--- src/mifl_pkg.sv ---
// Constants, field layouts and types of the interrupt flag logic
package mifl_pkg;

    // Register byte addresses
    localparam int ADDR_W = 8;
    localparam logic [ADDR_W-1:0] ADDR_CTRL = 8'h00;
    localparam logic [ADDR_W-1:0] ADDR_OPTION = 8'h04;
    localparam logic [ADDR_W-1:0] ADDR_TIMER = 8'h08;
    localparam logic [ADDR_W-1:0] ADDR_PORT = 8'h0C;
    localparam logic [ADDR_W-1:0] ADDR_EVT_STAT = 8'h10;
    localparam logic [ADDR_W-1:0] ADDR_EVT_MASK = 8'h14;

    // Reset values
    localparam logic [7:0] CTRL_RST = 8'h00;
    localparam logic [7:0] OPTION_RST = 8'h00;
    localparam logic [7:0] TIMER_RST = 8'h00;
    localparam logic [3:0] EVT_RST = 4'h0;

    // Field positions and timer limits
    localparam int EDGE_POL_BIT = 6;
    localparam logic [7:0] TIMER_MAX = 8'hFF;
    localparam int PORT_W = 8;
    localparam int PORT_CHG_LO = 4;
    localparam int PORT_CHG_HI = 7;

    // One instruction cycle spans four clock phases
    localparam int PHASES_PER_INSTR = 4;

    // Control register layout, bit 7 down to bit 0
    typedef struct packed {
        logic global_irq_enable;
        logic reserved;
        logic timer_overflow_enable;
        logic ext_pin_irq_enable;
        logic port_change_enable;
        logic timer_overflow_flag;
        logic ext_pin_irq_flag;
        logic port_change_flag;
    } mifl_ctl_t;

    // Event status and mask layout, bit 3 down to bit 0
    typedef struct packed {
        logic wake;
        logic timer_ovf;
        logic ext_edge;
        logic port_chg;
    } mifl_evt_t;

    typedef enum logic [1:0] {
        WK_AWAKE = 2'b00,
        WK_ASLEEP = 2'b01,
        WK_WAKING = 2'b11
    } mifl_wake_state_t;

endpackage

--- src/mifl_edge_det.sv ---
// Per-bit rise and fall detector for synchronous inputs
`timescale 1ns/100ps
`default_nettype none
module mifl_edge_det #(
    parameter int W = 1
) (
    // Clock and reset
    input wire logic clk_i,
    input wire logic rst_i,
    // Sampled level
    input wire logic [W-1:0] d_i,
    // Edges seen this cycle
    output logic [W-1:0] rise_o,
    output logic [W-1:0] fall_o
);
    logic [W-1:0] prev_reg;
    logic primed_reg;

    // The first sample after reset only primes the history
    always_ff @(posedge clk_i) begin
        if (rst_i) begin
            prev_reg <= '0;
            primed_reg <= 1'b0;
        end else begin
            prev_reg <= d_i;
            primed_reg <= 1'b1;
        end
    end

    assign rise_o = primed_reg ? (d_i & ~prev_reg) : '0;
    assign fall_o = primed_reg ? (~d_i & prev_reg) : '0;
endmodule
`default_nettype wire

--- src/mifl_irq_flags.sv ---
// Interrupt flags, enables, timer, sleep wake-up and Wishbone register slave
//
// The implementer's own choices: the register addresses and the Wishbone slave port.
`timescale 1ns/100ps
`default_nettype none
module mifl_irq_flags #(
    parameter int PHASES = mifl_pkg::PHASES_PER_INSTR
) (
    // Clock and reset
    input wire logic clk_i,
    input wire logic rst_i,
    // Wishbone classic slave
    input wire logic wb_cyc_i,
    input wire logic wb_stb_i,
    input wire logic wb_we_i,
    input wire logic [mifl_pkg::ADDR_W-1:0] wb_adr_i,
    input wire logic [3:0] wb_sel_i,
    input wire logic [31:0] wb_dat_i,
    output logic [31:0] wb_dat_o,
    output logic wb_ack_o,
    // Pins
    input wire logic ext_irq_pin_i,
    input wire logic [mifl_pkg::PORT_W-1:0] second_port_i,
    // Processor core
    input wire logic core_sleep_i,
    output logic core_irq_o,
    output logic core_wake_o,
    output logic core_vector_o,
    // System interrupt
    output logic irq_o
);
    import mifl_pkg::*;

    localparam int CHG_W = PORT_CHG_HI - PORT_CHG_LO + 1;

    mifl_ctl_t irq_control_reg;
    logic [7:0] option_reg;
    logic [7:0] timer_count_reg;
    mifl_evt_t evt_stat_reg;
    mifl_evt_t evt_mask_reg;
    mifl_wake_state_t wake_state_reg;
    mifl_wake_state_t wake_state_next;
    logic [2:0] wake_en_reg;
    logic [31:0] rd_data_next;
    logic core_irq_next;

    logic instr_tick;
    logic ext_rise;
    logic ext_fall;
    logic [CHG_W-1:0] port_rise;
    logic [CHG_W-1:0] port_fall;
    logic edge_polarity_select;
    logic ext_edge;
    logic port_chg;
    logic timer_ovf;
    logic timer_step;
    logic wake_pending;
    logic wake_event;

    logic bus_req;
    logic wr_ctrl;
    logic wr_option;
    logic wr_timer;
    logic wr_stat;
    logic wr_mask;

    // Address match of the bus address to one register
    function automatic logic addr_hit(input logic [ADDR_W-1:0] adr,
                                      input logic [ADDR_W-1:0] reg_adr);
        addr_hit = (adr == reg_adr);
    endfunction

    // Write strobe for the low byte lane of one register
    function automatic logic wr_hit(input logic req, input logic we,
                                    input logic lane0,
                                    input logic [ADDR_W-1:0] adr,
                                    input logic [ADDR_W-1:0] reg_adr);
        wr_hit = req && we && lane0 && addr_hit(adr, reg_adr);
    endfunction

    // Instruction-cycle enable
    mifl_tick_div #(
        .DIV(PHASES)
    ) u_div (
        .clk_i(clk_i),
        .rst_i(rst_i),
        .tick_o(instr_tick)
    );

    // External pin edges
    mifl_edge_det #(
        .W(1)
    ) u_ext_edge (
        .clk_i(clk_i),
        .rst_i(rst_i),
        .d_i(ext_irq_pin_i),
        .rise_o(ext_rise),
        .fall_o(ext_fall)
    );

    // Upper nibble changes of the second port, compared every clock
    mifl_edge_det #(
        .W(CHG_W)
    ) u_port_edge (
        .clk_i(clk_i),
        .rst_i(rst_i),
        .d_i(second_port_i[PORT_CHG_HI:PORT_CHG_LO]),
        .rise_o(port_rise),
        .fall_o(port_fall)
    );

    assign edge_polarity_select = option_reg[EDGE_POL_BIT];
    assign ext_edge = edge_polarity_select ? ext_rise : ext_fall;
    assign port_chg = |(port_rise | port_fall);

    // Bus decode: one request is served per ack
    assign bus_req = wb_cyc_i && wb_stb_i && !wb_ack_o;
    assign wr_ctrl = wr_hit(bus_req, wb_we_i, wb_sel_i[0], wb_adr_i, ADDR_CTRL);
    assign wr_option = wr_hit(bus_req, wb_we_i, wb_sel_i[0], wb_adr_i, ADDR_OPTION);
    assign wr_timer = wr_hit(bus_req, wb_we_i, wb_sel_i[0], wb_adr_i, ADDR_TIMER);
    assign wr_stat = wr_hit(bus_req, wb_we_i, wb_sel_i[0], wb_adr_i, ADDR_EVT_STAT);
    assign wr_mask = wr_hit(bus_req, wb_we_i, wb_sel_i[0], wb_adr_i, ADDR_EVT_MASK);

    // Timer counts once per instruction cycle and halts in sleep
    assign timer_step = instr_tick && (wake_state_reg == WK_AWAKE) && !wr_timer;
    assign timer_ovf = timer_step && (timer_count_reg == TIMER_MAX);

    always_ff @(posedge clk_i) begin
        if (rst_i) begin
            timer_count_reg <= TIMER_RST;
        end else if (wr_timer) begin
            timer_count_reg <= wb_dat_i[7:0];
        end else if (timer_step) begin
            timer_count_reg <= timer_count_reg + 8'h01;
        end
    end

    always_ff @(posedge clk_i) begin
        if (rst_i) begin
            option_reg <= OPTION_RST;
        end else if (wr_option) begin
            option_reg <= wb_dat_i[7:0];
        end
    end

    // Flags set regardless of enables; a set in the clearing cycle wins
    always_ff @(posedge clk_i) begin
        if (rst_i) begin
            irq_control_reg <= CTRL_RST;
        end else begin
            if (wr_ctrl) begin
                irq_control_reg <= mifl_ctl_t'(wb_dat_i[7:0]);
                irq_control_reg.reserved <= 1'b0;
            end
            if (ext_edge) begin
                irq_control_reg.ext_pin_irq_flag <= 1'b1;
            end
            if (timer_ovf) begin
                irq_control_reg.timer_overflow_flag <= 1'b1;
            end
            if (port_chg) begin
                irq_control_reg.port_change_flag <= 1'b1;
            end
        end
    end

    // Request to the core: source flag and enable, then the global gate
    always_comb begin
        core_irq_next = irq_control_reg.global_irq_enable && (
            (irq_control_reg.ext_pin_irq_flag && irq_control_reg.ext_pin_irq_enable) ||
            (irq_control_reg.timer_overflow_flag &&
             irq_control_reg.timer_overflow_enable) ||
            (irq_control_reg.port_change_flag && irq_control_reg.port_change_enable));
    end

    always_ff @(posedge clk_i) begin
        if (rst_i) begin
            core_irq_o <= 1'b0;
        end else begin
            core_irq_o <= core_irq_next;
        end
    end

    // Enables captured at sleep entry decide which sources may wake
    always_ff @(posedge clk_i) begin
        if (rst_i) begin
            wake_en_reg <= 3'h0;
        end else if (wake_state_reg == WK_AWAKE && core_sleep_i) begin
            wake_en_reg <= {irq_control_reg.timer_overflow_enable,
                            irq_control_reg.ext_pin_irq_enable,
                            irq_control_reg.port_change_enable};
        end
    end

    // Flags already set (or set this cycle) with a captured enable wake the core
    assign wake_pending =
        ((irq_control_reg.ext_pin_irq_flag || ext_edge) && wake_en_reg[1]) ||
        (irq_control_reg.timer_overflow_flag && wake_en_reg[2]) ||
        ((irq_control_reg.port_change_flag || port_chg) && wake_en_reg[0]);

    always_comb begin
        wake_state_next = wake_state_reg;
        unique case (wake_state_reg)
            WK_AWAKE: begin
                if (core_sleep_i) begin
                    wake_state_next = WK_ASLEEP;
                end
            end
            WK_ASLEEP: begin
                if (!core_sleep_i) begin
                    wake_state_next = WK_AWAKE;
                end else if (wake_pending) begin
                    wake_state_next = WK_WAKING;
                end
            end
            WK_WAKING: begin
                if (!core_sleep_i) begin
                    wake_state_next = WK_AWAKE;
                end
            end
            default: begin
                wake_state_next = WK_AWAKE;
            end
        endcase
    end

    assign wake_event = (wake_state_reg == WK_ASLEEP) && core_sleep_i && wake_pending;

    always_ff @(posedge clk_i) begin
        if (rst_i) begin
            wake_state_reg <= WK_AWAKE;
        end else begin
            wake_state_reg <= wake_state_next;
        end
    end

    // Wake pulse, with the branch decision held until the next wake
    always_ff @(posedge clk_i) begin
        if (rst_i) begin
            core_wake_o <= 1'b0;
            core_vector_o <= 1'b0;
        end else begin
            core_wake_o <= wake_event;
            if (wake_event) begin
                core_vector_o <= irq_control_reg.global_irq_enable;
            end
        end
    end

    // Event status: sticky, write one to clear, new event wins
    always_ff @(posedge clk_i) begin
        if (rst_i) begin
            evt_stat_reg <= EVT_RST;
        end else begin
            if (wr_stat) begin
                evt_stat_reg <= evt_stat_reg & ~mifl_evt_t'(wb_dat_i[3:0]);
            end
            if (ext_edge) begin
                evt_stat_reg.ext_edge <= 1'b1;
            end
            if (timer_ovf) begin
                evt_stat_reg.timer_ovf <= 1'b1;
            end
            if (port_chg) begin
                evt_stat_reg.port_chg <= 1'b1;
            end
            if (wake_event) begin
                evt_stat_reg.wake <= 1'b1;
            end
        end
    end

    always_ff @(posedge clk_i) begin
        if (rst_i) begin
            evt_mask_reg <= EVT_RST;
        end else if (wr_mask) begin
            evt_mask_reg <= mifl_evt_t'(wb_dat_i[3:0]);
        end
    end

    assign irq_o = |(evt_stat_reg & evt_mask_reg);

    // Read mux; unmapped addresses read zero
    always_comb begin
        rd_data_next = 32'h0000_0000;
        if (addr_hit(wb_adr_i, ADDR_CTRL)) begin
            rd_data_next[7:0] = irq_control_reg;
        end else if (addr_hit(wb_adr_i, ADDR_OPTION)) begin
            rd_data_next[7:0] = option_reg;
        end else if (addr_hit(wb_adr_i, ADDR_TIMER)) begin
            rd_data_next[7:0] = timer_count_reg;
        end else if (addr_hit(wb_adr_i, ADDR_PORT)) begin
            rd_data_next[PORT_W-1:0] = second_port_i;
        end else if (addr_hit(wb_adr_i, ADDR_EVT_STAT)) begin
            rd_data_next[3:0] = evt_stat_reg;
        end else if (addr_hit(wb_adr_i, ADDR_EVT_MASK)) begin
            rd_data_next[3:0] = evt_mask_reg;
        end
    end

    // One wait state: ack follows the request by one edge and drops after one cycle
    always_ff @(posedge clk_i) begin
        if (rst_i) begin
            wb_ack_o <= 1'b0;
            wb_dat_o <= 32'h0000_0000;
        end else begin
            wb_ack_o <= bus_req;
            if (bus_req && !wb_we_i) begin
                wb_dat_o <= rd_data_next;
            end
        end
    end

endmodule
`default_nettype wire

--- src/mifl_tick_div.sv ---
// Divider that issues a one-cycle enable pulse every DIV clocks
`timescale 1ns/100ps
`default_nettype none
module mifl_tick_div #(
    parameter int DIV = 4
) (
    // Clock and reset
    input wire logic clk_i,
    input wire logic rst_i,
    // Enable pulse
    output logic tick_o
);
    logic [$clog2(DIV)-1:0] cnt_reg;

    always_ff @(posedge clk_i) begin
        if (rst_i) begin
            cnt_reg <= '0;
            tick_o <= 1'b0;
        end else begin
            tick_o <= (cnt_reg == ($clog2(DIV))'(DIV - 1));
            if (cnt_reg == ($clog2(DIV))'(DIV - 1)) begin
                cnt_reg <= '0;
            end else begin
                cnt_reg <= cnt_reg + 1'b1;
            end
        end
    end
endmodule
`default_nettype wire

--- config.mk ---
export PLATFORM = sky130hd
export DESIGN_NAME = mifl_irq_flags
export DESIGN_NICKNAME = d
export VERILOG_FILES = /design/src/mifl_pkg.sv /design/src/mifl_edge_det.sv /design/src/mifl_irq_flags.sv /design/src/mifl_tick_div.sv
export SDC_FILE = /design/constraint.sdc
export NUM_CORES = 1
export LEC_CHECK = 0
export ABC_AREA = 1
export BUFFER_PORTS_ARGS = -buffer_cell sky130_fd_sc_hd__buf_2
export CORE_MARGIN = 1.5
export CORE_UTILIZATION = 50
export CTS_BUF_LIST = sky130_fd_sc_hd__clkbuf_8
export DETAILED_ROUTE_END_ITERATION = 7
export GPL_ROUTABILITY_DRIVEN = 1
export PLACE_DENSITY = 0.76
export SLEW_MARGIN = 0
export SYNTH_ARGS = -nofsm -noshare
export SYNTH_HDL_FRONTEND = slang
export SYNTH_SLANG_ARGS = --single-unit
--- constraint.sdc ---
create_clock -name clk_i -period 4 [get_ports clk_i]
set_input_delay 0.8 -clock clk_i [delete_from_list [all_inputs] [get_ports clk_i]]
set_output_delay 0.8 -clock clk_i [all_outputs]
set_load 0.005 [all_outputs]
==> metrics.md, run 1 <==
| Metric | Value |
|---|---|
| Antenna fix cells | `0` |
| Crit path launch type | `input pin` |
| Static leakage | `1.666 nW` |
| Placeable Area | `around 5600 sq um` |
| Area Growth Syn to Fin | `12.13%` |
| Initial drt markers | `146` |
| Slew margin rel. | `54.65%` |
| Final Hold Viols | `0` |
| CTS clk-pin slew, worst paths | `0.06 ns` |
| Worst-case clock buffer depth | `2` |
| Seq cells post-synth | `57` |
| Clock sink count | `57` |
| Grt total ovfl | `0` |
| Via/cell ratio | `about 4.9` |
| Final setup vio count | `0` |
| Final clock skew | `0.005981 ns` |
| Final Util | `58.95%` |
| Setup Fix Bufs, Post-CTS | `0` |
| Fin worst setup slack | `2.116 ns` |
| IO Pins | `96` |
| Largest net degree at the start of global routing | `32` |
| Maxcap violations | `0` |
| Via Count | `2718` |
| Period utilization | `between 40% and 50%` |
| Synth Warn # | `0` |
| Post-Syn Area | `2930 sq um` |
| CTS tree | `yes` |
| CP arrival | `around 2.1 ns` |
| Worst hold stages | `1` |
| DRC Markers | `0` |
| Total Nets Final | `537` |
| Layout cells sized above 1 | `16.91%` |
| Post-DP HPWL | `slightly above 5000 microns` |
| Power, Total | `between 0.001 and 0.0015 W` |
| Met2 Track Usage GR | `between 30 and 40%` |
| GRT met3 Usage | `5.600%` |
| Mean routed wirelength per cell | `12.27 microns` |
| Critical path launch point | `rst_i` |
| Peak supply drop | `0.2826 mV` |
| Status | `finished clean` |
| GR Util met1 | `28.55%` |
| Initial Util | `between 50% and 60%` |
| Maximum level of the CTS H-tree | `3` |
| Num CTS Buffers | `9` |
| Fillers | `567` |
| CP max FO | `31` |
| Most frequent cells in the layout | `nand2_1 (84), nor2_1 (61), dfxtp_1 (57)` |
| Post-CTS sizing | `0` |
| Reg2reg path depth | `7` |
| Min-Delay Path Class | `flop to flop` |
| Area leader, netlist | `dfxtp_1` |
| Unrepaired setup endpoints after global routing | `no` |
| Num rows | `27` |
| Max-slew violations | `0` |
| WS Path Type | `input pin to flop` |
| Most common cell after layout, fill and taps aside | `nand2_1` |
| First-pass GRT wire length | `10850 microns` |
| Antenna viol nets, final | `0` |
| GP Congestion | `slightly below 0.9` |
| Sequential area share after synthesis | `38.94%` |
| Fin crit period | `roughly 1.9 ns` |
| Max Clock Freq | `between 500 and 600 MHz` |
| Sum Neg Setup Slack | `0 ns` |
| Initial antenna violation count | `0` |
| Clock Latency Late Sink | `between 0.3 and 0.4 ns` |
| Vias in the first global route | `2350` |
| Avg Cell Area, Syn | `6.847 sq um` |
| Die H | `79.56 microns` |
| Clock Tree Root | `clkbuf_8` |
| Synth cell types | `29` |
| Register-to-register setup slack | `2.47 ns` |
| Gate count after technology mapping | `428` |
| Critical Path RT | `4.22 ns` |
| Critical path endpoint category | `flop` |
| Placement Setup Slack | `1.772 ns` |
| Setup crit end | `option_reg[3]$_SDFFE_PP0P_` |
| Worst r2r src | `wb_ack_o$_SDFF_PP0_` |
| Drt pass-1 iters | `5` |
| Final wirelength | `6760 microns` |
| Tightest Pin Transition | `0.6796 ns` |
| Die Wd | `79.56 microns` |
| # port buffers | `44` |
| GR Util All Layers | `22.57%` |
| Most used routing layer | `met2` |
| CTS Hold Bufs | `0` |
| Pwr dens | `around 350 nW/um^2` |
| Full die area | `6329 sq um` |
| Crit Reg-Reg Endpoint | `option_reg[3]$_SDFFE_PP0P_` |
| Synth area leaders | `dfxtp_1 (39%), nand2_1 (11%), nor2_1 (7.8%), a21oi_1 (6.5%), inv_1 (6.4%)` |
| Post-synth top area share | `roughly two fifths` |
## final cells by class
| type | count | area (sq um) | share of cell area, % |
|---|---|---|---|
| inverter | 59 | 221.5 | 6.740 |
| clock inverter | 3 | 11.26 | 0.3427 |
| tap | 72 | 90.09 | 2.742 |
| timing repair buffer | 44 | 220.2 | 6.702 |
| multi-input combinational | 305 | 1450 | 44.14 |
| clock buffer | 11 | 151.4 | 4.608 |
| sequential | 57 | 1141 | 34.73 |
## critical path, cell delays in order
cell     delay, ns
buf_2         0.48
inv_1         0.51
o21ai_0       0.23
a21oi_1       0.06
## cells by family (layout without fill, tap and decap cells)
logic type,Yosys count,after routing,synth area share [%]
adders and majority gates,2,2,0.8538
other,1,24,0.1280
AOI/OAI and AO/OA,74,74,12.81
xor gates and xnor gates,5,5,1.494
DFF,57,57,38.94
buffers and inverters,89,117,14.52
and+or+nand+nor,200,200,31.26
## Yosys cell counts (all sizes together)
cell type   n
a211oi      1
a21oi      38
and2        1
buf        25
clkbuf      5
conb        1
dfxtp      57
ha          2
inv        59
nand2      89
nand3      27
nand3b      1
nand4       6
nor2       67
nor3        8
nor3b       1
o211ai      1
o21ai      34
xor2        5
## stage by stage
stage	area, sq um	hold WS [ns]	cells
2_1_floorplan	3017	0.4084	451
3_3_place_gp	3123	0.4155	537
3_5_place_dp	3123	0.4209	537
4_1_cts	3286	0.4302	551
5_1_grt	3286	0.4552	551
6_report	3286	0.4280	551
## power breakdown
part           switching, W  internal [W]
Combinational     0.0000624     0.0000341
Sequential       0.00000953      0.000583
Clock              0.000213      0.000245
## metal layers
layer | vias to the layer above | wire, microns
li1 | 1404 | -
met4 | 0 | 158
met3 | 18 | 520
met5 | - | 0
met1 | 1189 | 3050
met2 | 107 | 3030
## worst min path at each step
stage,startpoint,to,slack [ns]
2_1_floorplan,u_div.cnt_reg[0]$_SDFF_PP0_,u_div.cnt_reg[0]$_SDFF_PP0_,0.41
3_3_place_gp,u_div.cnt_reg[0]$_SDFF_PP0_,u_div.cnt_reg[0]$_SDFF_PP0_,0.42
3_5_place_dp,u_div.cnt_reg[0]$_SDFF_PP0_,u_div.cnt_reg[0]$_SDFF_PP0_,0.42
4_1_cts,u_div.cnt_reg[0]$_SDFF_PP0_,u_div.cnt_reg[0]$_SDFF_PP0_,0.43
5_1_grt,u_div.cnt_reg[0]$_SDFF_PP0_,u_div.cnt_reg[0]$_SDFF_PP0_,0.46
6_report,u_div.cnt_reg[0]$_SDFF_PP0_,u_div.cnt_reg[0]$_SDFF_PP0_,0.43
Note: power is estimated with default switching activity, not from simulation.
==> inputs of run 2 (changes only) <==
--- a/config.mk
+++ b/config.mk
@@ -8,11 +8,11 @@
 export ABC_AREA = 1
 export BUFFER_PORTS_ARGS = -buffer_cell sky130_fd_sc_hd__buf_2
 export CORE_MARGIN = 1.5
-export CORE_UTILIZATION = 50
+export CORE_UTILIZATION = 47
 export CTS_BUF_LIST = sky130_fd_sc_hd__clkbuf_8
 export DETAILED_ROUTE_END_ITERATION = 7
 export GPL_ROUTABILITY_DRIVEN = 1
-export PLACE_DENSITY = 0.76
+export PLACE_DENSITY = 0.75
 export SLEW_MARGIN = 0
 export SYNTH_ARGS = -nofsm -noshare
 export SYNTH_HDL_FRONTEND = slang
==> constraint.sdc (replaced) <==
create_clock -name clk_i -period 1.56 [get_ports clk_i]
set_input_delay 0.312 -clock clk_i [delete_from_list [all_inputs] [get_ports clk_i]]
set_output_delay 0.312 -clock clk_i [all_outputs]
set_load 0.005 [all_outputs]
==> run 2 against run 1 <==
Effect of this change:
- die area rose by 6.1%
- utilization fell by 0.54 points
- cell count rose by 3.1%
- largest cell class unchanged
==> metrics.md, run 2 (same netlist as run 1, synthesis figures left out) <==
| Metric | Value |
|---|---|
| Initial antenna violation count | `0 (unchanged)` |
| Worst r2r src | `u_port_edge.primed_reg$_DFF_P_ (was wb_ack_o$_SDFF_PP0_)` |
| Die H | `81.96 microns (was 79.56 microns)` |
| Placeable Area | `5956 sq um (was 5574 sq um)` |
| Antenna fix cells | `0 (unchanged)` |
| Antenna viol nets, final | `0 (unchanged)` |
| Area of the multi-input gates | `1458 sq um (was 1450 sq um)` |
| Static leakage | `1.762 nW (was 1.666 nW)` |
| Reg2reg path depth | `8 (was 7)` |
| Min-Delay Path Class | `input pin to flop (was flop to flop)` |
| Grt total ovfl | `0 (unchanged)` |
| Status | `finished clean (unchanged)` |
| CP max-delay cell | `dfxtp_1 (was inv_1)` |
| Mean routed wirelength per cell | `12.35 microns (was 12.27 microns)` |
| Most common cell after layout, fill and taps aside | `nand2_1 (unchanged)` |
| Total Nets Final | `549 (was 537)` |
| Area Growth Syn to Fin | `18.70% (was 12.13%)` |
| WS Path Type | `flop to flop (was input pin to flop)` |
| Critical Path RT | `1.79 ns (was 4.22 ns)` |
| Clock Latency Late Sink | `0.34 ns (was 0.33 ns)` |
| Initial Util | `49.20% (was 52.57%)` |
| Num CTS Buffers | `9 (unchanged)` |
| Sum Neg Setup Slack | `0 ns (unchanged)` |
| Power, Total | `0.003537 W (was 0.001147 W)` |
| CP arrival | `1.65 ns (was 2.10 ns)` |
| Fin crit period | `about 1.4 ns` |
| Drt pass-1 iters | `4 (was 5)` |
| Via/cell ratio | `4.965 (was 4.933)` |
| Max-slew violations | `0 (unchanged)` |
| Max Clock Freq | `roughly 710 MHz` |
| CTS tree | `yes (unchanged)` |
| Maximum level of the CTS H-tree | `3 (unchanged)` |
| Via Count | `2820 (was 2718)` |
| Pwr dens | `1017 nW/um^2 (was 349.1 nW/um^2)` |
| Final clock skew | `0.008795 ns (was 0.005981 ns)` |
| Worst-case clock buffer depth | `2 (unchanged)` |
| # port buffers | `44 (unchanged)` |
| Sequential cell area | `1141 sq um (unchanged)` |
| Layout cells sized above 1 | `20.28% (was 16.91%)` |
| Num rows | `28 (was 27)` |
| Largest net degree at the start of global routing | `28 (was 32)` |
| Peak supply drop | `0.6231 mV (was 0.2826 mV)` |
| GP Congestion | `0.9345 (was 0.8797)` |
| DRC Markers | `0 (unchanged)` |
| CTS clk-pin slew, worst paths | `0.06 ns (about the same)` |
| Fillers | `580 (was 567)` |
| Clock Tree Root | `clkbuf_8 (unchanged)` |
| Worst-path cell chain | `nand3_1 -> nand2_1 -> nor2_2 -> nand3_1 -> nand2_1 -> nand2_1 -> o21ai_0 -> inv_1 (was buf_2 -> inv_1 -> o21ai_0 -> a21oi_1)` |
| Vias in the first global route | `2474 (was 2350)` |
| Final wirelength | `7015 microns (was 6760 microns)` |
| Clock sink count | `57 (unchanged)` |
| Post-DP HPWL | `5212 microns (was 5087 microns)` |
| Worst hold stages | `3 (was 1)` |
| IO Pins | `96 (unchanged)` |
| Critical path launch point | `u_port_edge.primed_reg$_DFF_P_ (was rst_i)` |
| Area after DPL | `3217 sq um (was 3123 sq um)` |
| First-pass GRT wire length | `11110 microns (was 10850 microns)` |
| Initial drt markers | `180 (was 146)` |
| Maxcap violations | `0 (unchanged)` |
| CP max FO | `9 (was 31)` |
| GR Util All Layers | `22.62% (was 22.57%)` |
| Final Hold Viols | `0 (unchanged)` |
| Period utilization | `90.57%` |
| Crit path top cell by count | `nand2_1` |
| Critical path endpoint category | `flop (unchanged)` |
| Final instance area | `3478 sq um (was 3286 sq um)` |
| Full die area | `6717 sq um (was 6329 sq um)` |
| Crit path launch type | `flop (was input pin)` |
| Die Wd | `81.96 microns (was 79.56 microns)` |
| Final setup vio count | `0 (unchanged)` |
| Hold_sp | `ext_irq_pin_i (was u_div.cnt_reg[0]$_SDFF_PP0_)` |
| Slowest stage delay, CP | `0.40 ns (was 0.51 ns)` |
| Most frequent cells in the layout | `nand2_1 (84), nor2_1 (60), dfxtp_1 (57) (was nand2_1 (84), nor2_1 (61), dfxtp_1 (57))` |
## run 2: layout make-up
type / instances / share of cell area (%)
multi-input combinational: 305 / 41.91
sequential: 57 / 32.81
clock inverter: 5 / 2.950
inverter: 59 / 6.367
tap: 75 / 2.698
clock buffer: 11 / 4.353
timing repair buffer: 56 / 8.921
## run 2: worst max-delay path, delay by kind of cell (launching register included)
family | cells | cell delay (ns)
and+or+nand+nor | 6 | 0.67
DFF | 1 | 0.40
AOI/OAI and AO/OA | 1 | 0.19
buffers and inverters | 1 | 0.05
## run 2: per-stage QoR
stage / hold WS [ns] / std cells / util [%] / setup WS, ns
2_1_floorplan: 0.4084 / 451 / - / 0.2162
3_3_place_gp: 0.4166 / 552 / 54.01 / 0.04387
3_5_place_dp: 0.4278 / 552 / 54.01 / -0.004750
4_1_cts: 0.2027 / 568 / 58.28 / 0.1071
5_1_grt: 0.2225 / 568 / 58.40 / -0.007362
6_report: 0.2173 / 568 / 58.40 / 0.1471
## run 2: final timing paths
kind	to	slack [ns]
max	wake_state_reg[1]$_SDFFE_PP0P_	0.15
min	u_ext_edge.prev_reg$_SDFF_PP0_	0.22
max reg2reg	wake_state_reg[1]$_SDFFE_PP0P_	0.15
min reg2reg	u_div.cnt_reg[0]$_SDFF_PP0_	0.44
## run 2: power by group
part / switching, W / total [W] / leakage (nW) / internal, W
Combinational: 0.000164 / 0.000260 / 1.17 / 0.0000962
Sequential: 0.0000247 / 0.00152 / 0.464 / 0.00149
Clock: 0.000613 / 0.00176 / 0.131 / 0.00115
Total: 0.000802 / 0.00354 / 1.76 / 0.00274
## run 2: timing repair
item / 4_1_cts / 5_1_grt
setup endpoints to repair: 0 / 8
setup buffers: 0 / 0
hold buffers: 0 / 0
resized for setup: 0 / 3
## run 2: layer usage
metal	global-route usage [%]	routed length [microns]	up-vias
met5	0	0	-
met3	6.111	482	24
li1	-	-	1429
met4	11.86	256	0
met1	27.23	3067	1254
met2	36.64	3209	113
==> inputs of run 3 (changes only) <==
--- a/config.mk
+++ b/config.mk
@@ -7,7 +7,6 @@
 export LEC_CHECK = 0
 export ABC_AREA = 1
 export BUFFER_PORTS_ARGS = -buffer_cell sky130_fd_sc_hd__buf_2
-export CORE_MARGIN = 1.5
 export CORE_UTILIZATION = 47
 export CTS_BUF_LIST = sky130_fd_sc_hd__clkbuf_8
 export DETAILED_ROUTE_END_ITERATION = 7
==> run 3 against run 2 <==
Effect of this change:
- flip-flop and latch count unchanged
- global-route usage decreased by 0.093 points
- hold slack improved by 0.014 ns
- largest cell class unchanged
- total power decreased by 8.3%
- non-clock buffer count decreased by 1
- maximum frequency decreased by 1.1%
==> metrics.md, run 3 (same netlist as run 1, synthesis figures left out) <==
| Metric | Value |
|---|---|
| Static leakage | `1.743 nW (was 1.762 nW)` |
| Initial antenna violation count | `0 (unchanged)` |
| Maximum level of the CTS H-tree | `3 (unchanged)` |
| Uppermost layer routed | `met4 (unchanged)` |
| Num CTS Buffers | `9 (unchanged)` |
| WS Path Type | `flop to flop (unchanged)` |
| Post-DP HPWL | `5146 microns (was 5212 microns)` |
| Area Growth Syn to Fin | `16.91% (was 18.70%)` |
| Placement Setup Slack | `0.01166 ns (was -0.004750 ns)` |
| Met3 wire len | `403 microns (was 482 microns)` |
| CTS clk-pin slew, worst paths | `0.06 ns (about the same)` |
| Final setup vio count | `0 (unchanged)` |
| Met2 wire len | `3163 microns (was 3209 microns)` |
| Clock Latency Late Sink | `0.33 ns (was 0.34 ns)` |
| Layout cells sized above 1 | `19.55% (was 20.28%)` |
| Period utilization | `91.56% (was 90.57%)` |
| Final Hold Viols | `0 (unchanged)` |
| Most frequent cells in the layout | `nand2_1 (84), nor2_1 (61), dfxtp_1 (56) (was nand2_1 (84), nor2_1 (60), dfxtp_1 (57))` |
| Hold WS | `0.2310 ns (was 0.2173 ns)` |
| First-pass GRT wire length | `10990 microns (was 11110 microns)` |
| Area after DPL | `3209 sq um (was 3217 sq um)` |
| Initial drt markers | `198 (was 180)` |
| Grt total ovfl | `0 (unchanged)` |
| Min-Delay Path Class | `input pin to flop (unchanged)` |
| Max-slew violations | `0 (unchanged)` |
| CP arrival | `1.69 ns (was 1.65 ns)` |
| Num rows | `28 (unchanged)` |
| M1 wire length | `3031 microns (was 3067 microns)` |
| Fin worst setup slack | `0.1317 ns (was 0.1471 ns)` |
| Critical path launch point | `wb_ack_o$_SDFF_PP0_ (was u_port_edge.primed_reg$_DFF_P_)` |
| Antenna fix cells | `0 (unchanged)` |
| Clock Tree Root | `clkbuf_8 (unchanged)` |
| Max Clock Freq | `700.1 MHz (was 707.8 MHz)` |
| CTS tree | `yes (unchanged)` |
| Vias in the first global route | `2543 (was 2474)` |
| Critical Path RT | `1.82 ns (was 1.79 ns)` |
| Antenna viol nets, final | `0 (unchanged)` |
| Worst r2r src | `wb_ack_o$_SDFF_PP0_ (was u_port_edge.primed_reg$_DFF_P_)` |
| Drt pass-1 iters | `5 (was 4)` |
| Final instance area | `3426 sq um (was 3478 sq um)` |
| Die Wd | `80.96 microns (was 81.96 microns)` |
| Final Non-Filler Cells | `566 (was 568)` |
| # port buffers | `44 (unchanged)` |
| Status | `finished clean (unchanged)` |
| Total Nets Final | `548 (was 549)` |
| Hold_sp | `ext_irq_pin_i (unchanged)` |
| Critical path endpoint category | `flop (unchanged)` |
| Via/cell ratio | `4.845 (was 4.965)` |
| Full die area | `6555 sq um (was 6717 sq um)` |
| CTS Hold Bufs | `0 (unchanged)` |
| Final clock skew | `0.008503 ns (was 0.008795 ns)` |
| Worst-case clock buffer depth | `2 (unchanged)` |
| Maxcap violations | `0 (unchanged)` |
| Pwr dens | `946.7 nW/um^2 (was 1017 nW/um^2)` |
| Placeable Area | `5956 sq um (unchanged)` |
| Crit path launch type | `flop (unchanged)` |
| DRC Markers | `0 (unchanged)` |
| Clock sink count | `57 (unchanged)` |
| CP max FO | `9 (unchanged)` |
| Peak supply drop | `0.5546 mV (was 0.6231 mV)` |
| IO Pins | `96 (unchanged)` |
| Largest net degree at the start of global routing | `31 (was 28)` |
| Via Count | `2742 (was 2820)` |
| Most common cell after layout, fill and taps aside | `nand2_1 (unchanged)` |
| Dpl cells | `551 (was 552)` |
| GP Congestion | `0.8985 (was 0.9345)` |
| Final wirelength | `6710 microns (was 7015 microns)` |
| Initial Util | `49.20% (unchanged)` |
| Mean routed wirelength per cell | `11.86 microns (was 12.35 microns)` |
| Die H | `80.96 microns (was 81.96 microns)` |
| Fin crit period | `1.428 ns (was 1.413 ns)` |
| GR Util All Layers | `22.53% (was 22.62%)` |
-- run 3: changes by cell type in the layout (fill, tap and decap cells not counted), sizes merged --
cell | previous run | this run
inv | 60 | 61
bufinv | 3 | 2
clkbuf | 11 | 10
buf | 56 | 55
-- run 3: where the power goes --
group / leakage, nW / switching (W) / internal [W]
combinational: 1.16 / 0.000161 / 0.0000939
sequential: 0.464 / 0.0000254 / 0.00150
clock: 0.115 / 0.000548 / 0.000919
total: 1.74 / 0.000735 / 0.00251
-- run 3: final timing paths --
check	endpoint	slack (ns)	cells after the start
max reg2reg	option_reg[3]$_SDFFE_PP0P_	0.13	7
max	option_reg[3]$_SDFFE_PP0P_	0.13	7
min reg2reg	u_div.cnt_reg[0]$_SDFF_PP0_	0.43	1
min	u_ext_edge.prev_reg$_SDFF_PP0_	0.23	3
-- run 3: layout make-up --
class,count,area [sq um]
clock buffer,10,137.6
inverter,59,221.5
sequential,57,1142
timing repair buffer,55,302.8
clock inverter,5,72.57
multi-input combinational,305,1455
fill,588,2530
tap,75,93.84
-- run 3: per-layer routing --
layer	vias up	GRT usage [%]
met5	-	0
met4	0	9.643
met3	11	4.831
met2	89	38.74
met1	1211	26.93
li1	1431	-
-- run 3: worst max-delay path, cell delays in order, from the launching register on --
cell and delay [ns]:
dfxtp_1 0.31, nor2_1 0.15, nand3_2 0.20, inv_1 0.19
nand2_2 0.13, inv_2 0.15, o21ai_0 0.10, a21oi_1 0.13
-- run 3: metrics by stage --
step                  TNS (ns)  util, %  total power (W)
floorplan                    0        -         0.001745
global placement             0    53.89         0.001797
detailed placement           0    53.89         0.001805
CTS                          0    57.42         0.003261
global route        -0.0005171    57.52         0.003377
finish                       0    57.52         0.003243
-- run 3: timing repair --
item                       4_1_cts  5_1_grt
buffers inserted                 0        0
hold endpoints to repair         0        0
resized for setup                0        2
setup endpoints to repair        0        2
